File: config.mk
export PLATFORM = sky130hd
export DESIGN_NAME = cfc_framer
export DESIGN_NICKNAME = d
export VERILOG_FILES = /design/src/hw/cfc_framer.v /design/src/hw/cfc_crc16.v
export VERILOG_INCLUDE_DIRS = /design/src /design/src/hw
export SDC_FILE = /design/constraint.sdc
export NUM_CORES = 1
export LEC_CHECK = 0
export ABC_AREA = 1
export BUFFER_PORTS_ARGS = -buffer_cell sky130_fd_sc_hd__buf_2
export CORE_ASPECT_RATIO = 0.5
export CORE_MARGIN = 3
export CORE_UTILIZATION = 25
export CTS_BUF_LIST = sky130_fd_sc_hd__clkbuf_8
export CTS_CLUSTER_DIAMETER = 60
export CTS_CLUSTER_SIZE = 16
export DETAILED_ROUTE_END_ITERATION = 8
export PLACE_DENSITY = 0.45
export SYNTH_ARGS = -nofsm -noshare
export SYNTH_HDL_FRONTEND = slang
export SYNTH_SLANG_ARGS = --single-unit
File: constraint.sdc
create_clock -name clk -period 4.75 [get_ports clk]
set_input_delay 0.2375 -clock clk [delete_from_list [all_inputs] [get_ports clk]]
set_output_delay 0.2375 -clock clk [all_outputs]
set_load 0.02 [all_outputs]
File: src/hw/cfc_regs.vh
`ifndef CFC_REGS_VH
`define CFC_REGS_VH
// manchester-scheme frame head
`define CFC_PREAMBLE_BYTE 8'h00
`define CFC_PREAMBLE_LEN 4'h6
`define CFC_SYNC_HI 8'hB2
`define CFC_SYNC_LO 8'h4D
// crc engine, msb first
`define CFC_CRC_POLY 16'h1021
`define CFC_CRC_INIT 16'h0000
// speed select codes
`define CFC_SPD_106 2'h0
`define CFC_SPD_212 2'h1
`define CFC_SPD_424 2'h2
// half bit periods in carrier cycles (full bits 128/64/32)
`define CFC_HALF_106 7'h40
`define CFC_HALF_212 7'h20
`define CFC_HALF_424 7'h10
// subcarrier is carrier/16: toggle every 8 carrier cycles
`define CFC_SUBC_LAST 3'h7
// idle detect time before the initiator may raise its field
`define CFC_CLK_MHZ 100
`define CFC_IDLE_DETECT_TIME_NS 5000
`define CFC_IDLE_DETECT_CYC ((`CFC_IDLE_DETECT_TIME_NS * `CFC_CLK_MHZ + 999) / 1000)
// transmit states
`define CFC_ST_IDLE 3'h0
`define CFC_ST_SOF 3'h1
`define CFC_ST_PRE 3'h2
`define CFC_ST_SYNC 3'h3
`define CFC_ST_DATA 3'h4
`define CFC_ST_CRC 3'h5
`endif

File: src/hw/cfc_framer.v
`timescale 1ns/1ps
`default_nettype none
`include "cfc_regs.vh"
// Behaviour
// - six zero preamble bytes, then sync B2h 4Dh, at 212/424; a start bit instead at 106
// - length byte counts data plus itself
// - crc over length and data, msb first
// - crc two bytes appended after last data at 212/424, none at 106
// - crc preset to zero per frame
// - 106 uses type A, 212/424 manchester
// - speed fixed throughout a transaction
// - reset: target role, own field off
// - level detector enabled while target
// - initiator field after quiet idle-detect time
// - target answers passive load or active field
// - decode modified miller downlink at all speeds
// - type A card: subcarrier manchester or bpsk
// - manchester-scheme card: manchester load modulation
module cfc_framer (
  // clock and reset
  input wire clk,
  input wire rst_n,
  // host frame bytes, length byte first
  input wire [7:0] tx_data,
  input wire tx_valid,
  input wire tx_last,
  output reg tx_ready_ff,
  // mode control
  input wire [1:0] speed_sel,
  input wire card_mode,
  input wire card_type_a,
  input wire active_mode,
  input wire init_req,
  // rf front end pins
  input wire carrier_in,
  input wire ext_field_in,
  input wire rx_pause_in,
  output reg field_on_ff,
  output reg field_mod_ff,
  output reg load_mod_ff,
  output reg level_det_en_ff,
  output reg initiator_ff,
  output reg tx_busy_ff,
  // decoded downlink bits
  output reg rx_bit_ff,
  output reg rx_bit_valid_ff,
  output reg rx_active_ff
);
  localparam integer IDLE_CYC = `CFC_IDLE_DETECT_CYC;
  localparam [9:0] IDLE_LIM = IDLE_CYC[9:0] - 10'h001;

  reg [2:0] car_sync_ff;
  reg [2:0] pause_sync_ff;
  reg [1:0] ext_sync_ff;
  reg [2:0] state_ff;
  reg [3:0] cnt_ff;
  reg [8:0] sh_ff;
  reg [3:0] bits_ff;
  reg [7:0] nb_ff;
  reg nb_valid_ff;
  reg last_ff;
  reg [1:0] spd_ff;
  reg [6:0] hcnt_ff;
  reg half_ff;
  reg prev_ff;
  reg [2:0] sc_cnt_ff;
  reg sc_ff;
  reg [9:0] idle_cnt_ff;
  reg init_field_ff;
  reg [7:0] rx_cnt_ff;
  reg rx_sof_ff;
  reg rx_seen1_ff;
  reg rx_seen2_ff;
  reg rx_prev_ff;
  reg [2:0] nxt_state;
  reg [3:0] nxt_cnt;
  reg [8:0] nxt_sh;
  reg [3:0] nxt_bits;
  reg [7:0] nxt_nb;
  reg nxt_nb_valid;
  reg nxt_last;
  reg [1:0] nxt_spd;
  reg [6:0] nxt_hcnt;
  reg nxt_half;
  reg nxt_prev;
  reg nxt_ready;
  reg crc_clr;
  reg crc_en;
  reg load;
  reg [7:0] ld_byte;
  reg bit_end;
  reg [6:0] half_len;
  wire [15:0] crc_q;

  // carrier edge and downlink pause edge seen after two sync stages
  wire ctick = car_sync_ff[1] & ~car_sync_ff[2];
  wire pause_start = pause_sync_ff[1] & ~pause_sync_ff[2];
  wire ext_field = ext_sync_ff[1];
  wire a106 = (spd_ff == `CFC_SPD_106);
  wire cur_bit = a106 ? sh_ff[0] : sh_ff[7];
  wire sending = (bits_ff != 4'h0);
  wire own = !card_mode && (initiator_ff || active_mode);
  wire take = tx_valid && tx_ready_ff;
  wire manch = half_ff ? ~cur_bit : cur_bit;
  wire [7:0] bit_len = {half_len, 1'b0};
  wire rx_end = ctick && rx_active_ff && (rx_cnt_ff == bit_len - 8'h01);
  wire rx_en = card_mode || !initiator_ff;

  // half bit length follows the latched speed only
  always @* begin
    case (spd_ff)
      `CFC_SPD_106: half_len = `CFC_HALF_106;
      `CFC_SPD_212: half_len = `CFC_HALF_212;
      default: half_len = `CFC_HALF_424;
    endcase
  end

  cfc_crc16 u_crc (
    .clk(clk),
    .rst_n(rst_n),
    .clr(crc_clr),
    .en(crc_en),
    .data_in(nb_ff),
    .crc_ff(crc_q)
  );

  // transmit sequencer: bit timer, byte loader, host intake
  always @* begin
    nxt_state = state_ff;
    nxt_cnt = cnt_ff;
    nxt_sh = sh_ff;
    nxt_bits = bits_ff;
    nxt_nb = nb_ff;
    nxt_nb_valid = nb_valid_ff;
    nxt_last = last_ff;
    nxt_spd = spd_ff;
    nxt_hcnt = hcnt_ff;
    nxt_half = half_ff;
    nxt_prev = prev_ff;
    crc_clr = 1'b0;
    crc_en = 1'b0;
    load = 1'b0;
    ld_byte = `CFC_PREAMBLE_BYTE;
    bit_end = 1'b0;
    if (ctick && sending) begin
      if (hcnt_ff == half_len - 7'h01) begin
        nxt_hcnt = 7'h00;
        nxt_half = ~half_ff;
        if (half_ff) begin
          bit_end = 1'b1;
          nxt_bits = bits_ff - 4'h1;
          nxt_prev = cur_bit;
          nxt_sh = a106 ? {1'b0, sh_ff[8:1]} : {sh_ff[7:0], 1'b0};
        end
      end else begin
        nxt_hcnt = hcnt_ff + 7'h01;
      end
    end
    // loading on the last bit edge keeps bytes gapless; a late host stalls on a tick
    if ((bit_end && bits_ff == 4'h1) || (!sending && ctick)) begin
      case (state_ff)
        `CFC_ST_PRE: begin
          load = 1'b1;
          if (cnt_ff < `CFC_PREAMBLE_LEN) begin
            ld_byte = `CFC_PREAMBLE_BYTE;
            nxt_cnt = cnt_ff + 4'h1;
          end else begin
            ld_byte = `CFC_SYNC_HI;
            nxt_state = `CFC_ST_SYNC;
          end
        end
        `CFC_ST_SYNC: begin
          load = 1'b1;
          ld_byte = `CFC_SYNC_LO;
          nxt_state = `CFC_ST_DATA;
        end
        `CFC_ST_SOF: begin
          nxt_sh = {8'h00, ~own}; // start bit: Z for miller, 1 for load modulation
          nxt_bits = 4'h1;
          nxt_hcnt = 7'h00;
          nxt_half = 1'b0;
          nxt_state = `CFC_ST_DATA;
        end
        `CFC_ST_DATA: begin
          if (nb_valid_ff) begin
            load = 1'b1;
            ld_byte = nb_ff;
            crc_en = 1'b1;
            nxt_nb_valid = 1'b0;
          end else if (last_ff) begin
            if (a106) begin
              nxt_state = `CFC_ST_IDLE;
              nxt_last = 1'b0;
            end else begin
              load = 1'b1;
              ld_byte = crc_q[15:8];
              nxt_cnt = 4'h0;
              nxt_state = `CFC_ST_CRC;
            end
          end
        end
        `CFC_ST_CRC: begin
          if (cnt_ff == 4'h0) begin
            load = 1'b1;
            ld_byte = crc_q[7:0];
            nxt_cnt = 4'h1;
          end else begin
            nxt_state = `CFC_ST_IDLE;
            nxt_last = 1'b0;
          end
        end
        default: begin
          nxt_bits = 4'h0;
        end
      endcase
    end
    if (load) begin
      nxt_sh = a106 ? {~^ld_byte, ld_byte} : {1'b0, ld_byte}; // odd parity at 106
      nxt_bits = a106 ? 4'h9 : 4'h8;
      nxt_hcnt = 7'h00;
      nxt_half = 1'b0;
    end
    if (take) begin
      nxt_nb = tx_data;
      nxt_nb_valid = 1'b1;
      nxt_last = tx_last;
    end
    // speed may only change between frames with no downlink in progress
    if (state_ff == `CFC_ST_IDLE && !rx_active_ff) begin
      nxt_spd = speed_sel;
    end
    if (state_ff == `CFC_ST_IDLE && take) begin
      crc_clr = 1'b1;
      nxt_prev = 1'b0;
      nxt_cnt = 4'h0;
      nxt_state = (nxt_spd == `CFC_SPD_106) ? `CFC_ST_SOF : `CFC_ST_PRE;
    end
    if (nxt_state == `CFC_ST_IDLE) begin
      nxt_ready = !initiator_ff || init_field_ff;
    end else begin
      nxt_ready = !nxt_nb_valid && !nxt_last;
    end
  end

  // all state registers and outputs
  always @(posedge clk or negedge rst_n) begin
    if (!rst_n) begin
      car_sync_ff <= 3'h0;
      pause_sync_ff <= 3'h0;
      ext_sync_ff <= 2'h0;
      state_ff <= `CFC_ST_IDLE;
      cnt_ff <= 4'h0;
      sh_ff <= 9'h000;
      bits_ff <= 4'h0;
      nb_ff <= 8'h00;
      nb_valid_ff <= 1'b0;
      last_ff <= 1'b0;
      spd_ff <= `CFC_SPD_106;
      hcnt_ff <= 7'h00;
      half_ff <= 1'b0;
      prev_ff <= 1'b0;
      sc_cnt_ff <= 3'h0;
      sc_ff <= 1'b0;
      idle_cnt_ff <= 10'h000;
      init_field_ff <= 1'b0;
      rx_cnt_ff <= 8'h00;
      rx_sof_ff <= 1'b0;
      rx_seen1_ff <= 1'b0;
      rx_seen2_ff <= 1'b0;
      rx_prev_ff <= 1'b0;
      tx_ready_ff <= 1'b0;
      field_on_ff <= 1'b0;
      field_mod_ff <= 1'b0;
      load_mod_ff <= 1'b0;
      level_det_en_ff <= 1'b1;
      initiator_ff <= 1'b0;
      tx_busy_ff <= 1'b0;
      rx_bit_ff <= 1'b0;
      rx_bit_valid_ff <= 1'b0;
      rx_active_ff <= 1'b0;
    end else begin
      car_sync_ff <= {car_sync_ff[1:0], carrier_in};
      pause_sync_ff <= {pause_sync_ff[1:0], rx_pause_in};
      ext_sync_ff <= {ext_sync_ff[0], ext_field_in};
      state_ff <= nxt_state;
      cnt_ff <= nxt_cnt;
      sh_ff <= nxt_sh;
      bits_ff <= nxt_bits;
      nb_ff <= nxt_nb;
      nb_valid_ff <= nxt_nb_valid;
      last_ff <= nxt_last;
      spd_ff <= nxt_spd;
      hcnt_ff <= nxt_hcnt;
      half_ff <= nxt_half;
      prev_ff <= nxt_prev;
      tx_ready_ff <= nxt_ready;
      tx_busy_ff <= (nxt_state != `CFC_ST_IDLE);
      // subcarrier runs free from the carrier so its phase is continuous
      if (ctick) begin
        sc_cnt_ff <= sc_cnt_ff + 3'h1;
        if (sc_cnt_ff == `CFC_SUBC_LAST) begin
          sc_ff <= ~sc_ff;
        end
      end
      // role: initiator only on request, field only after a quiet interval
      initiator_ff <= init_req && !card_mode;
      if (!init_req || card_mode) begin
        idle_cnt_ff <= 10'h000;
        init_field_ff <= 1'b0;
      end else if (ext_field) begin
        idle_cnt_ff <= 10'h000;
      end else if (idle_cnt_ff == IDLE_LIM) begin
        init_field_ff <= 1'b1;
      end else begin
        idle_cnt_ff <= idle_cnt_ff + 10'h001;
      end
      // from the request itself, so the detector is back on the edge the role drops
      level_det_en_ff <= !init_req || card_mode || !init_field_ff;
      field_on_ff <= init_field_ff || (!card_mode && active_mode && !initiator_ff && tx_busy_ff);
      // own field: miller pauses at 106, manchester ask above
      if (own && a106) begin
        field_mod_ff <= sending && (hcnt_ff < {2'b00, half_len[6:2]})
          && (cur_bit ? half_ff : (!half_ff && !prev_ff));
      end else begin
        field_mod_ff <= own && sending && manch;
      end
      // load modulation for passive target and card emulation
      if (own || !sending) begin
        load_mod_ff <= 1'b0;
      end else if (a106) begin
        load_mod_ff <= sc_ff && manch;
      end else if (card_mode && card_type_a) begin
        load_mod_ff <= sc_ff ^ ~cur_bit;
      end else begin
        load_mod_ff <= manch;
      end
      // modified miller downlink: pause in second half means one
      rx_bit_valid_ff <= 1'b0;
      if (!rx_en) begin
        rx_active_ff <= 1'b0;
      end else if (rx_end) begin
        rx_cnt_ff <= 8'h00;
        rx_seen1_ff <= pause_start;
        rx_seen2_ff <= 1'b0;
        if (rx_sof_ff) begin
          rx_sof_ff <= 1'b0;
        end else if (!rx_seen1_ff && !rx_seen2_ff && !rx_prev_ff) begin
          rx_active_ff <= 1'b0; // zero then silence ends the frame
        end else begin
          rx_bit_ff <= rx_seen2_ff;
          rx_bit_valid_ff <= 1'b1;
          rx_prev_ff <= rx_seen2_ff;
        end
      end else if (pause_start && !rx_active_ff) begin
        rx_active_ff <= 1'b1;
        rx_cnt_ff <= {2'b00, half_len[6:1]}; // quarter bit in: pauses land mid-window, not on an edge
        rx_sof_ff <= 1'b1;
        rx_seen1_ff <= 1'b0;
        rx_seen2_ff <= 1'b0;
        rx_prev_ff <= 1'b0;
      end else begin
        if (pause_start && rx_cnt_ff < {1'b0, half_len}) begin
          rx_seen1_ff <= 1'b1;
        end
        if (pause_start && rx_cnt_ff >= {1'b0, half_len}) begin
          rx_seen2_ff <= 1'b1;
        end
        if (ctick && rx_active_ff) begin
          rx_cnt_ff <= rx_cnt_ff + 8'h01;
        end
      end
    end
  end
endmodule // cfc_framer
`default_nettype wire

File: src/hw/cfc_crc16.v
`timescale 1ns/1ps
`default_nettype none
`include "cfc_regs.vh"
module cfc_crc16 (
  // clock and reset
  input wire clk,
  input wire rst_n,
  // byte feed
  input wire clr,
  input wire en,
  input wire [7:0] data_in,
  // running remainder
  output reg [15:0] crc_ff
);
  integer i;
  reg [15:0] nxt_crc;
  reg fb;

  // one whole byte per cycle, msb of the byte enters first
  always @* begin
    nxt_crc = crc_ff;
    fb = 1'b0;
    for (i = 0; i < 8; i = i + 1) begin
      fb = nxt_crc[15] ^ data_in[7 - i];
      nxt_crc = {nxt_crc[14:0], 1'b0} ^ (fb ? `CFC_CRC_POLY : 16'h0000);
    end
  end

  // clear wins so a new frame never inherits an old remainder
  always @(posedge clk or negedge rst_n) begin
    if (!rst_n) begin
      crc_ff <= `CFC_CRC_INIT;
    end else if (clr) begin
      crc_ff <= `CFC_CRC_INIT;
    end else if (en) begin
      crc_ff <= nxt_crc;
    end
  end
endmodule // cfc_crc16
`default_nettype wire

# ---- Yosys cells after proc, flatten, opt, wreduce, memory -nomap -nowiden
# Cells that the tools add are included.
dict set report totals {
  input_bits 21
  output_inout_bits 10
  regBits 102
  elab_cells 300
}
dict set report op_classes {
  muxes 123
  n_lt_le_gt_ge 4
  n_reduce_logical 81
  bitwise 27
  add_sub_neg 8
  eq_ne 23
}
# cell n
set ops {}
lappend ops {{16-bit bitwise XOR} 8}
lappend ops {{13-bit two-way mux} 8}
lappend ops {{8-bit two-way mux} 9}
lappend ops {{9-bit two-way mux} 8}
lappend ops {{1-bit two-way mux} 60}
lappend ops {{4-bit two-way mux} 12}
lappend ops {{7-bit two-way mux} 5}
lappend ops {{16-bit two-way mux} 2}
lappend ops {{8-bit case mux with 4 select lines} 1}
lappend ops {{10-bit two-way mux} 3}
lappend ops {{1-bit logical AND} 27}
lappend ops {{3-bit two-way mux} 7}
lappend ops {{3-bit != test (second input constant)} 7}
lappend ops {{7-bit case mux with 2 select lines} 1}
lappend ops {{2-bit nonzero test} 7}
lappend ops {{1-bit logical NOT} 13}
lappend ops {{3-bit case mux with 4 select lines} 1}
lappend ops {{4-bit case mux with 3 select lines} 1}
lappend ops {{2-bit AND reduction} 6}
lappend ops {{3-bit nonzero test} 4}
lappend ops {{10-bit by 1-bit adder with 10-bit output (second input constant)} 1}
lappend ops {{10-bit by 9-bit equality test with 1-bit output (second input constant)} 1}
lappend ops {{3-bit equality test (second input constant)} 3}
lappend ops {{1-bit bitwise XOR} 9}
lappend ops {{other kinds (37)} 62}

# ---- Longest topological paths before layout
# Gate-level depths: netlist of the first run.
dict set report logic_depth {
  word_depth 26
  ltp_mapped 17
}

# ---- Modules after synthesis
# A second synthesis of the first run with hierarchy kept.
dict set report hier_totals {
  hier_cells 783
  area_unflattened_um2 5919.4
}
# mod area_each_um2 instances cells_per_inst
set modules_own_cells {}
lappend modules_own_cells {cfc_framer 4899.7 1 627}
lappend modules_own_cells {cfc_crc16 1019.7 1 156}

# ---- Worst setup path before layout of the first run
# Ideal clock, no wire load.
dict set report synth_path {
  path_kind {register to register}
  startpoint {register hcnt_ff[0]}
  endpoint {register tx_ready_ff}
  arrival_time_ns 2.222
  path_buffers 1
  required_ns 4.634
  synth_period_minus_slack_ns 2.338
  setup_slack_ns 2.412
  stages_incl_launch_ff 17
  path_cell_list {dfrtp_1 -> ha_1 -> nand3_1 -> nor4_4 -> ha_1 -> nand2_1 -> nand2_1 -> nand3_2 -> buf_2 -> a21oi_2 -> nor2_1 -> o21ai_1 -> nand2_1 -> a21oi_2 -> nand2_1 -> nand2_1 -> nand2_1}
}
dict set report synth_between {
  elab_chain_cells 10
}
# element line
set synth_lines {}
lappend synth_lines {{start, declared} cfc_framer.v:63} ;# reg [6:0] hcnt_ff;
lappend synth_lines {{start signal, assigned} cfc_framer.v:293} ;# hcnt_ff <= nxt_hcnt;
lappend synth_lines {{7-bit equality test *} cfc_framer.v:146} ;# if (hcnt_ff == half_len - 7'h01) begin
lappend synth_lines {{1-bit two-way mux *} cfc_framer.v:146}
lappend synth_lines {{1-bit two-way mux *} cfc_framer.v:145} ;# if (ctick && sending) begin
lappend synth_lines {{1-bit logical AND *} cfc_framer.v:160} ;# if ((bit_end && bits_ff == 4'h1) || (!sending && ctick)) begin
lappend synth_lines {{1-bit logical OR *} cfc_framer.v:160}
lappend synth_lines {{1-bit two-way mux} cfc_framer.v:160}
lappend synth_lines {{1-bit two-way mux} cfc_framer.v:223} ;# if (take) begin
lappend synth_lines {{1-bit logical NOT} cfc_framer.v:241} ;# nxt_ready = !nxt_nb_valid && !nxt_last;
lappend synth_lines {{1-bit logical AND} cfc_framer.v:241}
lappend synth_lines {{1-bit two-way mux *} cfc_framer.v:238} ;# if (nxt_state == `CFC_ST_IDLE) begin
lappend synth_lines {{named net nxt_ready} cfc_framer.v:86} ;# reg nxt_ready;
lappend synth_lines {{end signal, assigned} cfc_framer.v:296} ;# tx_ready_ff <= nxt_ready;
lappend synth_lines {{end, declared} cfc_framer.v:27} ;# output reg tx_ready_ff,
# The timed path passes the listed nets; every way through them passes the cells marked *.
# A chain may end at the register's enable or synchronous reset.

# ---- Worst setup path in the final report of the first run
dict set report layout_path {
  startpoint {register hcnt_ff[0]}
  endpoint {register u_crc.crc_ff[12]}
}
dict set report layout_between {
  elab_chain_cells 7
}
# element line
set layout_lines {}
lappend layout_lines {{7-bit equality test} cfc_framer.v:146}
lappend layout_lines {{1-bit two-way mux} cfc_framer.v:146}
lappend layout_lines {{1-bit two-way mux} cfc_framer.v:145}
lappend layout_lines {{1-bit logical AND} cfc_framer.v:160}
lappend layout_lines {{1-bit logical OR} cfc_framer.v:160}
lappend layout_lines {{1-bit two-way mux} cfc_framer.v:160}
lappend layout_lines {{2-bit nonzero test (no source line)} n/a}
lappend layout_lines {{end signal, assigned} cfc_crc16.v:32} ;# crc_ff <= `CFC_CRC_INIT;
lappend layout_lines {{end signal, assigned} cfc_crc16.v:34} ;# crc_ff <= `CFC_CRC_INIT;
lappend layout_lines {{end signal, assigned} cfc_crc16.v:36} ;# crc_ff <= nxt_crc;
lappend layout_lines {{end, declared} cfc_crc16.v:13} ;# output reg [15:0] crc_ff
# No other way between the ends.

==> results of run 1 <==
[how the worst max path moves through the flow]
stage / startpoint / end / slack (ns)
after floorplan: hcnt_ff[0]$_DFF_PN0_ / tx_ready_ff$_DFF_PN0_ / 2.41
after global placement: hcnt_ff[0]$_DFF_PN0_ / u_crc.crc_ff[15]$_DFFE_PN0P_ / 1.80
after detailed placement: hcnt_ff[0]$_DFF_PN0_ / u_crc.crc_ff[12]$_DFFE_PN0P_ / 1.76
after CTS: hcnt_ff[0]$_DFF_PN0_ / u_crc.crc_ff[12]$_DFFE_PN0P_ / 1.73
after global routing: hcnt_ff[0]$_DFF_PN0_ / u_crc.crc_ff[6]$_DFFE_PN0P_ / 1.35
final: hcnt_ff[0]$_DFF_PN0_ / u_crc.crc_ff[12]$_DFFE_PN0P_ / 1.76
[flip-flops by register name, indices dropped and copies added (netlist names), 2 cells and up]
register	count
car_sync_ff	3
rx_cnt_ff	8
hcnt_ff	7
idle_cnt_ff	10
ext_sync_ff	2
pause_sync_ff	3
sh_ff	9
sc_cnt_ff	3
state_ff	3
cnt_ff	4
spd_ff	2
bits_ff	4
u_crc.crc_ff	16
nb_ff	8
[cell families after synthesis]
| family | share of synthesized area, % |
|---|---|
| multiplexers | 1.56 |
| AND/OR/NAND/NOR | 25.7 |
| adder cells (fa/ha/maj) | 3.47 |
| buffers and inverters | 7.54 |
| XOR/XNOR | 6.05 |
| flip-flops | 44.2 |
| AO/OA/AOI/OAI | 11.4 |
[metal layers]
layer / GRT usage, % / up-vias / routed length, µm
li1: - / 2403 / -
met1: 16.2 / 2178 / 7120
met2: 17.7 / 53 / 5920
met3: 2.11 / 10 / 376
met4: 2.57 / 0 / 134
met5: 0 / - / 0
[final cells by class]
cell class	instances	area share (%)
Clock buffer	10	2.13
Clock inverter	6	0.679
Inverter	92	5.45
Multi-Input combinational cell	510	43.1
Sequential cell	102	39.6
Tap cell	300	5.82
Timing Repair Buffer	36	3.22
[report_power, final]
part / switching, mW / total [mW] / internal, mW
logic: 1.02 / 1.68 / 0.660
clock network: 0.326 / 0.534 / 0.208
registers: 0.265 / 1.40 / 1.14
total: 1.61 / 3.62 / 2.00
[layout by cell type, fill, tap and decap left out, types with 2 or more instances in the layout]
master and count:
a211oi_1 2, a21boi_0 2, a21oi_1 33, a21oi_2 3, buf_2 29, buf_4 3
clkbuf_8 10, clkinv_2 3, dfrtp_1 101, dlygate4sd3_1 4, ha_1 16, inv_1 86
inv_2 3, inv_4 2, inv_6 2, mux2_2 8, nand2_1 156, nand2_2 4
nand2_4 3, nand3_1 66, nand4_1 4, nor2_1 67, nor2_2 6, nor2_4 3
nor3_1 9, nor3b_2 2, o211ai_1 3, o21ai_0 52, o21ai_1 16, o22ai_1 2
o41ai_1 2, xnor2_1 21, xor2_1 17
[repair_timing]
| action | in CTS | in global routing |
|---|---|---|
| resized for setup | 0 | 0 |
| endpoints found under the hold margin | 64 | 0 |
| hold buffers | 4 | 0 |
[stage by stage]
step	hold slack, ns	setup WS [ns]
finish	0.0766	1.76
global route	0.0564	1.35
CTS	0.0550	1.73
detailed placement	0.336	1.76
global placement	0.334	1.80
floorplan	-0.0581	2.41
==> flow_metrics.env, run 1 <==
export IMPL_p_leak_nw=3.10
export IMPL_rsz0062_at_grt="no"
export IMPL_area_growth_pct=11.8
export IMPL_grt_overflow=0
export IMPL_die_w_um=221
export IMPL_cts_htree_levels=3
export IMPL_syn_inst=719
export IMPL_initial_utilization_pct=26.1
export IMPL_wl_um=13600
export IMPL_synthDistinctLibCells=48
export IMPL_synth_top_cell_by_area="dfrtp_1"
export IMPL_cts_tree="done"
export IMPL_grt_total_usage_pct=11.3
export IMPL_avgSynthCellArea_um2=8.03
export IMPL_yosysMostFrequentCell="nand2_1"
export IMPL_total_power_mw=3.62
export IMPL_port_buffers=30
export IMPL_drt_iter0_markers=280
export IMPL_crit_top_cell="nand2_1"
export IMPL_worstReg2RegEnd="u_crc.crc_ff[12]$_DFFE_PN0P_"
export IMPL_fp_dieArea_um2=25100
export IMPL_worst_ep_arrival_time_ns=3.22
export IMPL_synth_seq_cells=102
export IMPL_io_pins=31
export IMPL_drt_pass1_iterations=7
export IMPL_power_density_nw_per_um2=561
export IMPL_syn_num_nets=756
export IMPL_critPathBufInv=0
export IMPL_synth_top_area_share_pct=43.8
export IMPL_finalCritPeriodShare_pct=62.9
export IMPL_clock_latency_ns=0.38
export IMPL_grt_first_pass_wirelength_um=23200
export IMPL_via_per_inst=4.40
export IMPL_hold_viol_final=0
export IMPL_ir_drop_uv=168
export IMPL_crit_path_end_kind="flop"
export IMPL_yosys_warnings=0
export IMPL_clk_path_buf_depth=2
export IMPL_setup_viol=0
export IMPL_layout_cells_non_filler=1056
export IMPL_slowest_stage="nand2_1"
export IMPL_hold_start="tx_data[2]"
export IMPL_synthTopCellsByCount="nand2_1, dfrtp_1, inv_1"
export IMPL_tightestPinTransition_ns=0.844
export IMPL_clk_pin_slew_ns=0.11
export IMPL_crit_fanout=31
export IMPL_ys_flop_type="dfrtp_1"
export IMPL_cpPeakStageDelay_ns=0.53
export IMPL_synth_edf_count=0
export IMPL_cp_start_kind="flop"
export IMPL_antenna_found_initial=0
export IMPL_dp_hpwl_um=9950
export IMPL_max_slew_margin_pct=43.7
export IMPL_num_vias=4644
export IMPL_postLayoutCoreUtil_pct=29.1
export IMPL_wl_per_cell_um=12.8
export IMPL_max_freq_mhz=335
export IMPL_r2r_cells=11
export IMPL_run_status="finished clean"
export IMPL_drc=0
export IMPL_finalCriticalPeriod_ns=2.99
export IMPL_critPathRequiredTime_ns=4.98
export IMPL_crit_cells=11
export IMPL_min_to="nb_ff[2]$_DFFE_PN0P_"
export IMPL_netlist_area_um2=5770
export IMPL_r2r_start="hcnt_ff[0]$_DFF_PN0_"
export IMPL_cts_buffers=9
export IMPL_hold_path_cell_count=2
export IMPL_post_cts_buffers=0
export IMPL_ys_seq_area_share_pct=44.2
export IMPL_layout_drive_gt1_share_pct=12.2
export IMPL_clock_skew_ns=0.0208
export IMPL_drv_cap=0
export IMPL_clkSinkCount=102
export IMPL_regToRegSetupSlack_ns=1.76
export IMPL_ys_top_cells_by_area="dfrtp_1, nand2_1, nand3_1, inv_1, o21ai_0"
export IMPL_setup_tns_ns=0
export IMPL_first_global_vias=4522
export IMPL_ant_nets=0
export IMPL_grt_max_degree=63
export IMPL_die_y_um=113
export IMPL_fillers=2431
export IMPL_path_cells="ha_1 > nand3_1 > nor4_4 > ha_1 > nand2_1 > nand2_1 > nand3_2 > nor2_1 > nand2_1 > nand3_1 > o21ai_0"
export IMPL_register_area_um2=2550
export IMPL_stdcell_area_um2=6450
export IMPL_root_buffer="clkbuf_8"
export IMPL_num_rows=38
export IMPL_placed_cells=1036
export IMPL_async_reset_ff_share_pct=100
export IMPL_cp_top_family="simple AND/OR/NAND/NOR gates"
export IMPL_nNetsFinal=788
export IMPL_min_path_type="input port to flop"
export IMPL_routabilityCongestion=0.815
export IMPL_multiInputGateArea_um2=2780
export IMPL_critPathKind="flop to flop"
export IMPL_slew_violations=0
export IMPL_placed_cell_area_um2=6230
export IMPL_antenna_cells=0
export IMPL_core_um2=22200
No activity file was read; power rests on OpenSTA's default activity.
==> run 2, diff against run 1 <==
- ABC_AREA: 1 -> 0
- clock period: 4.75 -> 3 ns (I/O delays scaled with it)
==> flow_metrics.env, run 2 <==
export IMPL_run_status="finished clean"
export IMPL_cpPeakStageDelay_ns=0.44
export IMPL_final_common_cell="dfrtp_1"
export IMPL_first_global_vias=4454
export IMPL_num_vias=4396
export IMPL_synth_top_area_share_pct=45.9
export IMPL_core_um2=21100
export IMPL_crit_path_end_kind="flop"
export IMPL_grt_total_usage_pct=11.7
export IMPL_routabilityCongestion=0.795
export IMPL_rsz0062_at_grt="no"
export IMPL_cp_start_kind="flop"
export IMPL_power_density_nw_per_um2=608
export IMPL_ys_top_cells_by_area="dfrtp_1, xnor2_1, nand2_1, a21oi_1, o21ai_0"
export IMPL_ant_nets=0
export IMPL_largest_reg_flops=16
export IMPL_r2r_cells=10
export IMPL_max_freq_mhz=358
export IMPL_io_pins=31
export IMPL_max_slew_margin_pct=57.0
export IMPL_total_power_mw=3.92
export IMPL_fp_dieArea_um2=24000
export IMPL_cp_top_family="simple AND/OR/NAND/NOR gates"
export IMPL_hold_viol_final=0
export IMPL_postLayoutCoreUtil_pct=30.6
export IMPL_antenna_found_initial=0
export IMPL_root_buffer="clkbuf_8"
export IMPL_synth_top_cell_by_area="dfrtp_1"
export IMPL_layout_drive_gt1_share_pct=15.0
export IMPL_finalCriticalPeriod_ns=2.80
export IMPL_drt_iter0_markers=311
export IMPL_grt_max_degree=57
export IMPL_yosysMostFrequentCell="dfrtp_1"
export IMPL_synthDistinctLibCells=66
export IMPL_critPathBufInv=2
export IMPL_crit_cells=10
export IMPL_ir_drop_uv=212
export IMPL_wl_um=13800
export IMPL_setup_viol=0
export IMPL_nNetsFinal=673
export IMPL_register_area_um2=2550
export IMPL_layout_cells_non_filler=933
export IMPL_drt_pass1_iterations=4
export IMPL_grt_first_pass_wirelength_um=23200
export IMPL_die_w_um=216
export IMPL_async_reset_ff_share_pct=100
export IMPL_die_y_um=111
export IMPL_top_register="u_crc.crc_ff"
export IMPL_clk_pin_slew_ns=0.12
export IMPL_port_buffers=30
export IMPL_yosys_warnings=0
export IMPL_avgSynthCellArea_um2=9.44
export IMPL_p_leak_nw=2.83
export IMPL_antenna_cells=0
export IMPL_num_rows=37
export IMPL_multiInputGateArea_um2=2770
export IMPL_reg_top3="u_crc.crc_ff (16), idle_cnt_ff (10), sh_ff (9)"
export IMPL_slowest_stage="dfrtp_1"
export IMPL_critPathKind="flop to flop"
export IMPL_tightestPinTransition_ns=0.641
export IMPL_fillers=2259
export IMPL_cts_htree_levels=3
export IMPL_slew_violations=0
export IMPL_setup_tns_ns=0
export IMPL_critPathRequiredTime_ns=3.28
export IMPL_clkSinkCount=102
export IMPL_dp_hpwl_um=9950
export IMPL_synth_seq_cells=102
export IMPL_worst_ep_arrival_time_ns=3.08
export IMPL_drv_cap=0
export IMPL_worst_slack_ns=0.205
export IMPL_synthTopCellsByCount="dfrtp_1, nand2_1, a21oi_1, nor2_1, o21ai_0"
export IMPL_netlist_area_um2=5510
export IMPL_initial_utilization_pct=26.2
export IMPL_area_growth_pct=17.0
export IMPL_syn_num_nets=621
export IMPL_placed_cells=904
export IMPL_ys_flop_type="dfrtp_1"
export IMPL_final_cell_mix="dfrtp_1, nand2_1, a21oi_1, nor2_1, o21ai_0"
export IMPL_crit_fanout=6
export IMPL_synth_edf_count=0
export IMPL_ys_seq_area_share_pct=46.3
export IMPL_clock_latency_ns=0.39
export IMPL_wl_per_cell_um=14.7
export IMPL_grt_overflow=0
export IMPL_cts_buffers=9
export IMPL_cts_tree="done"
export IMPL_via_per_inst=4.71
export IMPL_clk_path_buf_depth=2
export IMPL_finalCritPeriodShare_pct=93.2
export IMPL_min_path_type="input port to flop"
export IMPL_syn_inst=584
export IMPL_drc=0
export IMPL_hold_path_cell_count=2
export IMPL_pre_cts_ws_ns=0.302
export IMPL_clock_skew_ns=0.0209
export IMPL_path_cells="inv_1 > ha_1 > nor3b_2 > and3_1 > a221oi_1 > buf_4 > xnor2_1 > xnor3_1 > xor2_1 > o32ai_1"
[run 2: cell types whose count changed in the layout (fill, tap and decap cells not counted), moves of 22 or more]
cell / previous run / this run
inv_1: 86 / 20
nand2_1: 156 / 64
buf_4: 3 / 25
nor2_1: 67 / 44
nand3_1: 66 / 26
[run 2: layout make-up]
| type | count | share of cell area, % |
|---|---|---|
| clock buffer | 10 | 2.13 |
| clock inverter | 6 | 0.931 |
| inverter | 21 | 1.22 |
| multi-input combinational | 434 | 42.9 |
| sequential | 102 | 39.6 |
| tap | 292 | 5.67 |
| timing repair buffer | 68 | 7.49 |
[run 2: kinds of logic after synthesis]
logic type                 synth area share [%]
xor gates and xnor gates                   8.20
buffers and inverters                      3.50
and+or+nand+nor                            19.1
adders and majority gates                  3.63
AOI/OAI and AO/OA                          15.7
muxes                                      3.54
DFF                                        46.3
[run 2: worst paths after layout]
path / start / to / slack [ns]
max in group asynchronous: rst_n / level_det_en_ff$_DFF_PN1_ / 1.92
min reg2reg: pause_sync_ff[0]$_DFF_PN0_ / pause_sync_ff[1]$_DFF_PN0_ / 0.35
max reg2reg: cnt_ff[1]$_DFFE_PN0P_ / sh_ff[8]$_DFF_PN0_ / 0.20
max: cnt_ff[1]$_DFFE_PN0P_ / sh_ff[8]$_DFF_PN0_ / 0.20
min in group asynchronous: rst_n / idle_cnt_ff[3]$_DFFE_PN0P_ / 0.30
min: speed_sel[0] / spd_ff[0]$_DFF_PN0_ / 0.05
[run 2: per-stage QoR]
stage	area (µm²)	hold slack (ns)
after floorplan	5510	-0.146
after global placement	6110	0.216
after detailed placement	6110	0.214
after CTS	6440	0.0307
after global routing	6450	0.0272
final	6450	0.0538
[run 2: repair_timing]
item,CTS,global route
hold buffers,13,0
setup buffers,0,0
gates resized for setup,0,1
setup endpoints to repair,0,1
endpoints found under the hold margin,58,0
[run 2: routing by layer]
layer / share of wire (%) / up-vias / GRT usage [%]
met5: 0 / - / 0
met3: 2.2 / 10 / 2.14
met2: 47 / 54 / 19.2
li1: - / 2172 / -
met1: 50 / 2160 / 16.3
met4: 0.89 / 0 / 2.49
[run 2: where the power goes]
| part | internal, mW | total [mW] | switching [mW] |
|---|---|---|---|
| Clock | 0.350 | 0.900 | 0.549 |
| Sequential | 1.60 | 1.87 | 0.267 |
| Combinational | 0.529 | 1.15 | 0.620 |
[run 2: worst register-to-register path: stages (launching register included)]
cell	delay (ns)
dfrtp_1	0.44
inv_1	0.09
ha_1	0.13
nor3b_2	0.34
and3_1	0.41
a221oi_1	0.18
buf_4	0.18
xnor2_1	0.17
xnor3_1	0.35
xor2_1	0.17
o32ai_1	0.23
==> run 3, diff against run 2 <==
- PLACE_DENSITY: 0.45 -> not set
==> flow_metrics.env, run 3 (same netlist as run 2, synthesis figures left out) <==
export IMPL_layout_drive_gt1_share_pct=14.3
export IMPL_clock_skew_ns=0.0197
export IMPL_power_frac_clock_pct=22.4
export IMPL_clk_path_buf_depth=2
export IMPL_slowest_stage="dfrtp_1"
export IMPL_die_w_um=216
export IMPL_clock_latency_ns=0.38
export IMPL_p_switching_mw=1.36
export IMPL_drt_iter0_markers=343
export IMPL_ant_nets=0
export IMPL_cts_tree="done"
export IMPL_cp_top_family="simple AND/OR/NAND/NOR gates"
export IMPL_fp_dieArea_um2=24000
export IMPL_use_met1_pct=14.9
export IMPL_critPathBufInv=2
export IMPL_setup_viol=0
export IMPL_routabilityCongestion=0.889
export IMPL_final_common_cell="dfrtp_1"
export IMPL_port_buffers=30
export IMPL_max_slew_margin_pct=46.0
export IMPL_run_status="finished clean"
export IMPL_min_path_type="input port to flop"
export IMPL_cts_buffers=9
export IMPL_area_growth_pct=16.3
export IMPL_cpPeakStageDelay_ns=0.43
export IMPL_critPathRequiredTime_ns=3.23
export IMPL_min_to="nb_ff[7]$_DFFE_PN0P_"
export IMPL_top_usage_layer="met2"
export IMPL_cts_htree_levels=3
export IMPL_num_vias=4446
export IMPL_wl_per_cell_um=13.7
export IMPL_die_y_um=111
export IMPL_grt_overflow=0
export IMPL_via_per_inst=4.78
export IMPL_reg_top3="u_crc.crc_ff (16), idle_cnt_ff (10), sh_ff (9)"
export IMPL_wl_um=12800
export IMPL_crit_path_end_kind="flop"
export IMPL_fillers=2172
export IMPL_drt_pass1_iterations=5
export IMPL_combPwrFrac_pct=29.0
export IMPL_cp_start_kind="flop"
export IMPL_nNetsFinal=670
export IMPL_path_cells="ha_1 > nand4b_1 > nor4b_4 > ha_1 > a21oi_1 > nand3b_1 > buf_4 > a21oi_1 > buf_4 > o22ai_1"
export IMPL_tightestPinTransition_ns=0.810
export IMPL_swShare_pct=35.2
export IMPL_initial_utilization_pct=26.2
export IMPL_finalCriticalPeriod_ns=2.77
export IMPL_slew_violations=0
export IMPL_power_internal_mw=2.52
export IMPL_largest_reg_flops=16
export IMPL_r2r_cells=10
export IMPL_grt_max_degree=64
export IMPL_num_rows=37
export IMPL_use_met3_pct=2.00
export IMPL_max_freq_mhz=362
export IMPL_drc=0
export IMPL_hold_start="tx_data[7]"
export IMPL_p_seq_share_pct=48.6
export IMPL_p_leak_nw=2.81
export IMPL_total_power_mw=3.88
export IMPL_ir_drop_uv=234
export IMPL_io_pins=31
export IMPL_grt_first_pass_wirelength_um=21800
export IMPL_met2_usage_pct=17.7
export IMPL_cts_resized=0
export IMPL_regToRegSetupSlack_ns=0.23
export IMPL_power_density_nw_per_um2=605
export IMPL_hold_path_cell_count=2
export IMPL_dp_hpwl_um=9110
export IMPL_r2r_start="hcnt_ff[0]$_DFF_PN0_"
export IMPL_first_global_vias=4278
export IMPL_core_um2=21100
export IMPL_clk_pin_slew_ns=0.10
export IMPL_worst_ep_arrival_time_ns=3.00
export IMPL_antenna_found_initial=0
export IMPL_antenna_cells=0
export IMPL_finalCritPeriodShare_pct=92.2
export IMPL_setup_tns_ns=0
export IMPL_final_cell_mix="dfrtp_1, nand2_1, a21oi_1, nor2_1, o21ai_0"
export IMPL_root_buffer="clkbuf_8"
export IMPL_rsz0062_at_grt="no"
export IMPL_crit_fanout=7
export IMPL_drv_cap=0
export IMPL_worstReg2RegEnd="sh_ff[6]$_DFF_PN0_"
export IMPL_grt_total_usage_pct=10.9
export IMPL_hold_viol_final=0
export IMPL_clkSinkCount=102
export IMPL_top_register="u_crc.crc_ff"
export IMPL_critPathKind="flop to flop"
## run 3: cell types whose count changed in the layout (fill, tap and decap cells not counted), sizes merged
cell,change
inv,-2
dlygate4sd3,-1
clkbuf,-1
bufinv,+1
clkinvlp,+2
buf,-2
## run 3: per-stage QoR
step | area [µm²] | cells | util (%) | worst slack [ns] | hold slack (ns)
2_1_floorplan | 5510 | 584 | - | 0.222 | -0.146
3_3_place_gp | 6080 | 900 | 28.9 | 0.323 | 0.260
3_5_place_dp | 6080 | 900 | 28.9 | 0.271 | 0.264
4_1_cts | 6380 | 927 | 30.3 | 0.211 | 0.00291
5_1_grt | 6410 | 930 | 30.4 | 0.0391 | 0.0140
6_report | 6410 | 930 | 30.4 | 0.234 | 0.0235
## run 3: power groups by stage
stage	clock network [mW]	logic [mW]	registers, mW
after global routing	0.957	1.29	1.93
final	0.869	1.12	1.89
after detailed placement	0	1.11	1.91
after floorplan	0	0.864	1.81
after CTS	0.903	1.12	1.88
after global placement	0	1.07	1.90
## run 3: repair_timing
action                                  CTS  global route
endpoints found under the setup margin    0             2
setup buffers                             0             2
hold endpoints to repair                 71             1
hold buffers                             11             1
## run 3: how the worst max path moves through the flow
stage,start,endpoint,slack (ns),depth (start not counted)
after floorplan,hcnt_ff[0]$_DFF_PN0_,cnt_ff[2]$_DFFE_PN0P_,0.22,10
after global placement,hcnt_ff[0]$_DFF_PN0_,tx_ready_ff$_DFF_PN0_,0.32,11
after detailed placement,hcnt_ff[0]$_DFF_PN0_,tx_ready_ff$_DFF_PN0_,0.27,11
after CTS,hcnt_ff[0]$_DFF_PN0_,tx_ready_ff$_DFF_PN0_,0.21,11
after global routing,hcnt_ff[0]$_DFF_PN0_,cnt_ff[3]$_DFFE_PN0P_,0.04,12
final,hcnt_ff[0]$_DFF_PN0_,sh_ff[6]$_DFF_PN0_,0.23,10
## run 3: per-layer routing
layer  vias up  wire (µm)
met5         -          0
met4         0        170
met3        12        320
met2        68       5990
met1      2199       6310
li1       2167          -
## run 3: worst reg2reg max path, cell delays in order, from the launching register on
cell	delay (ns)
dfrtp_1	0.43
ha_1	0.22
nand4b_1	0.15
nor4b_4	0.38
ha_1	0.21
a21oi_1	0.07
nand3b_1	0.29
buf_4	0.23
a21oi_1	0.33
buf_4	0.23
o22ai_1	0.10
## run 3: cell type report
type	instances	area (µm²)	share of cell area, %
clock inverter	7	66.3	1.03
sequential	102	2550	39.8
clock buffer	9	124	1.93
timing repair buffer	65	458	7.14
tap	292	365	5.70
inverter	21	78.8	1.23
multi-input combinational	434	2760	43.1
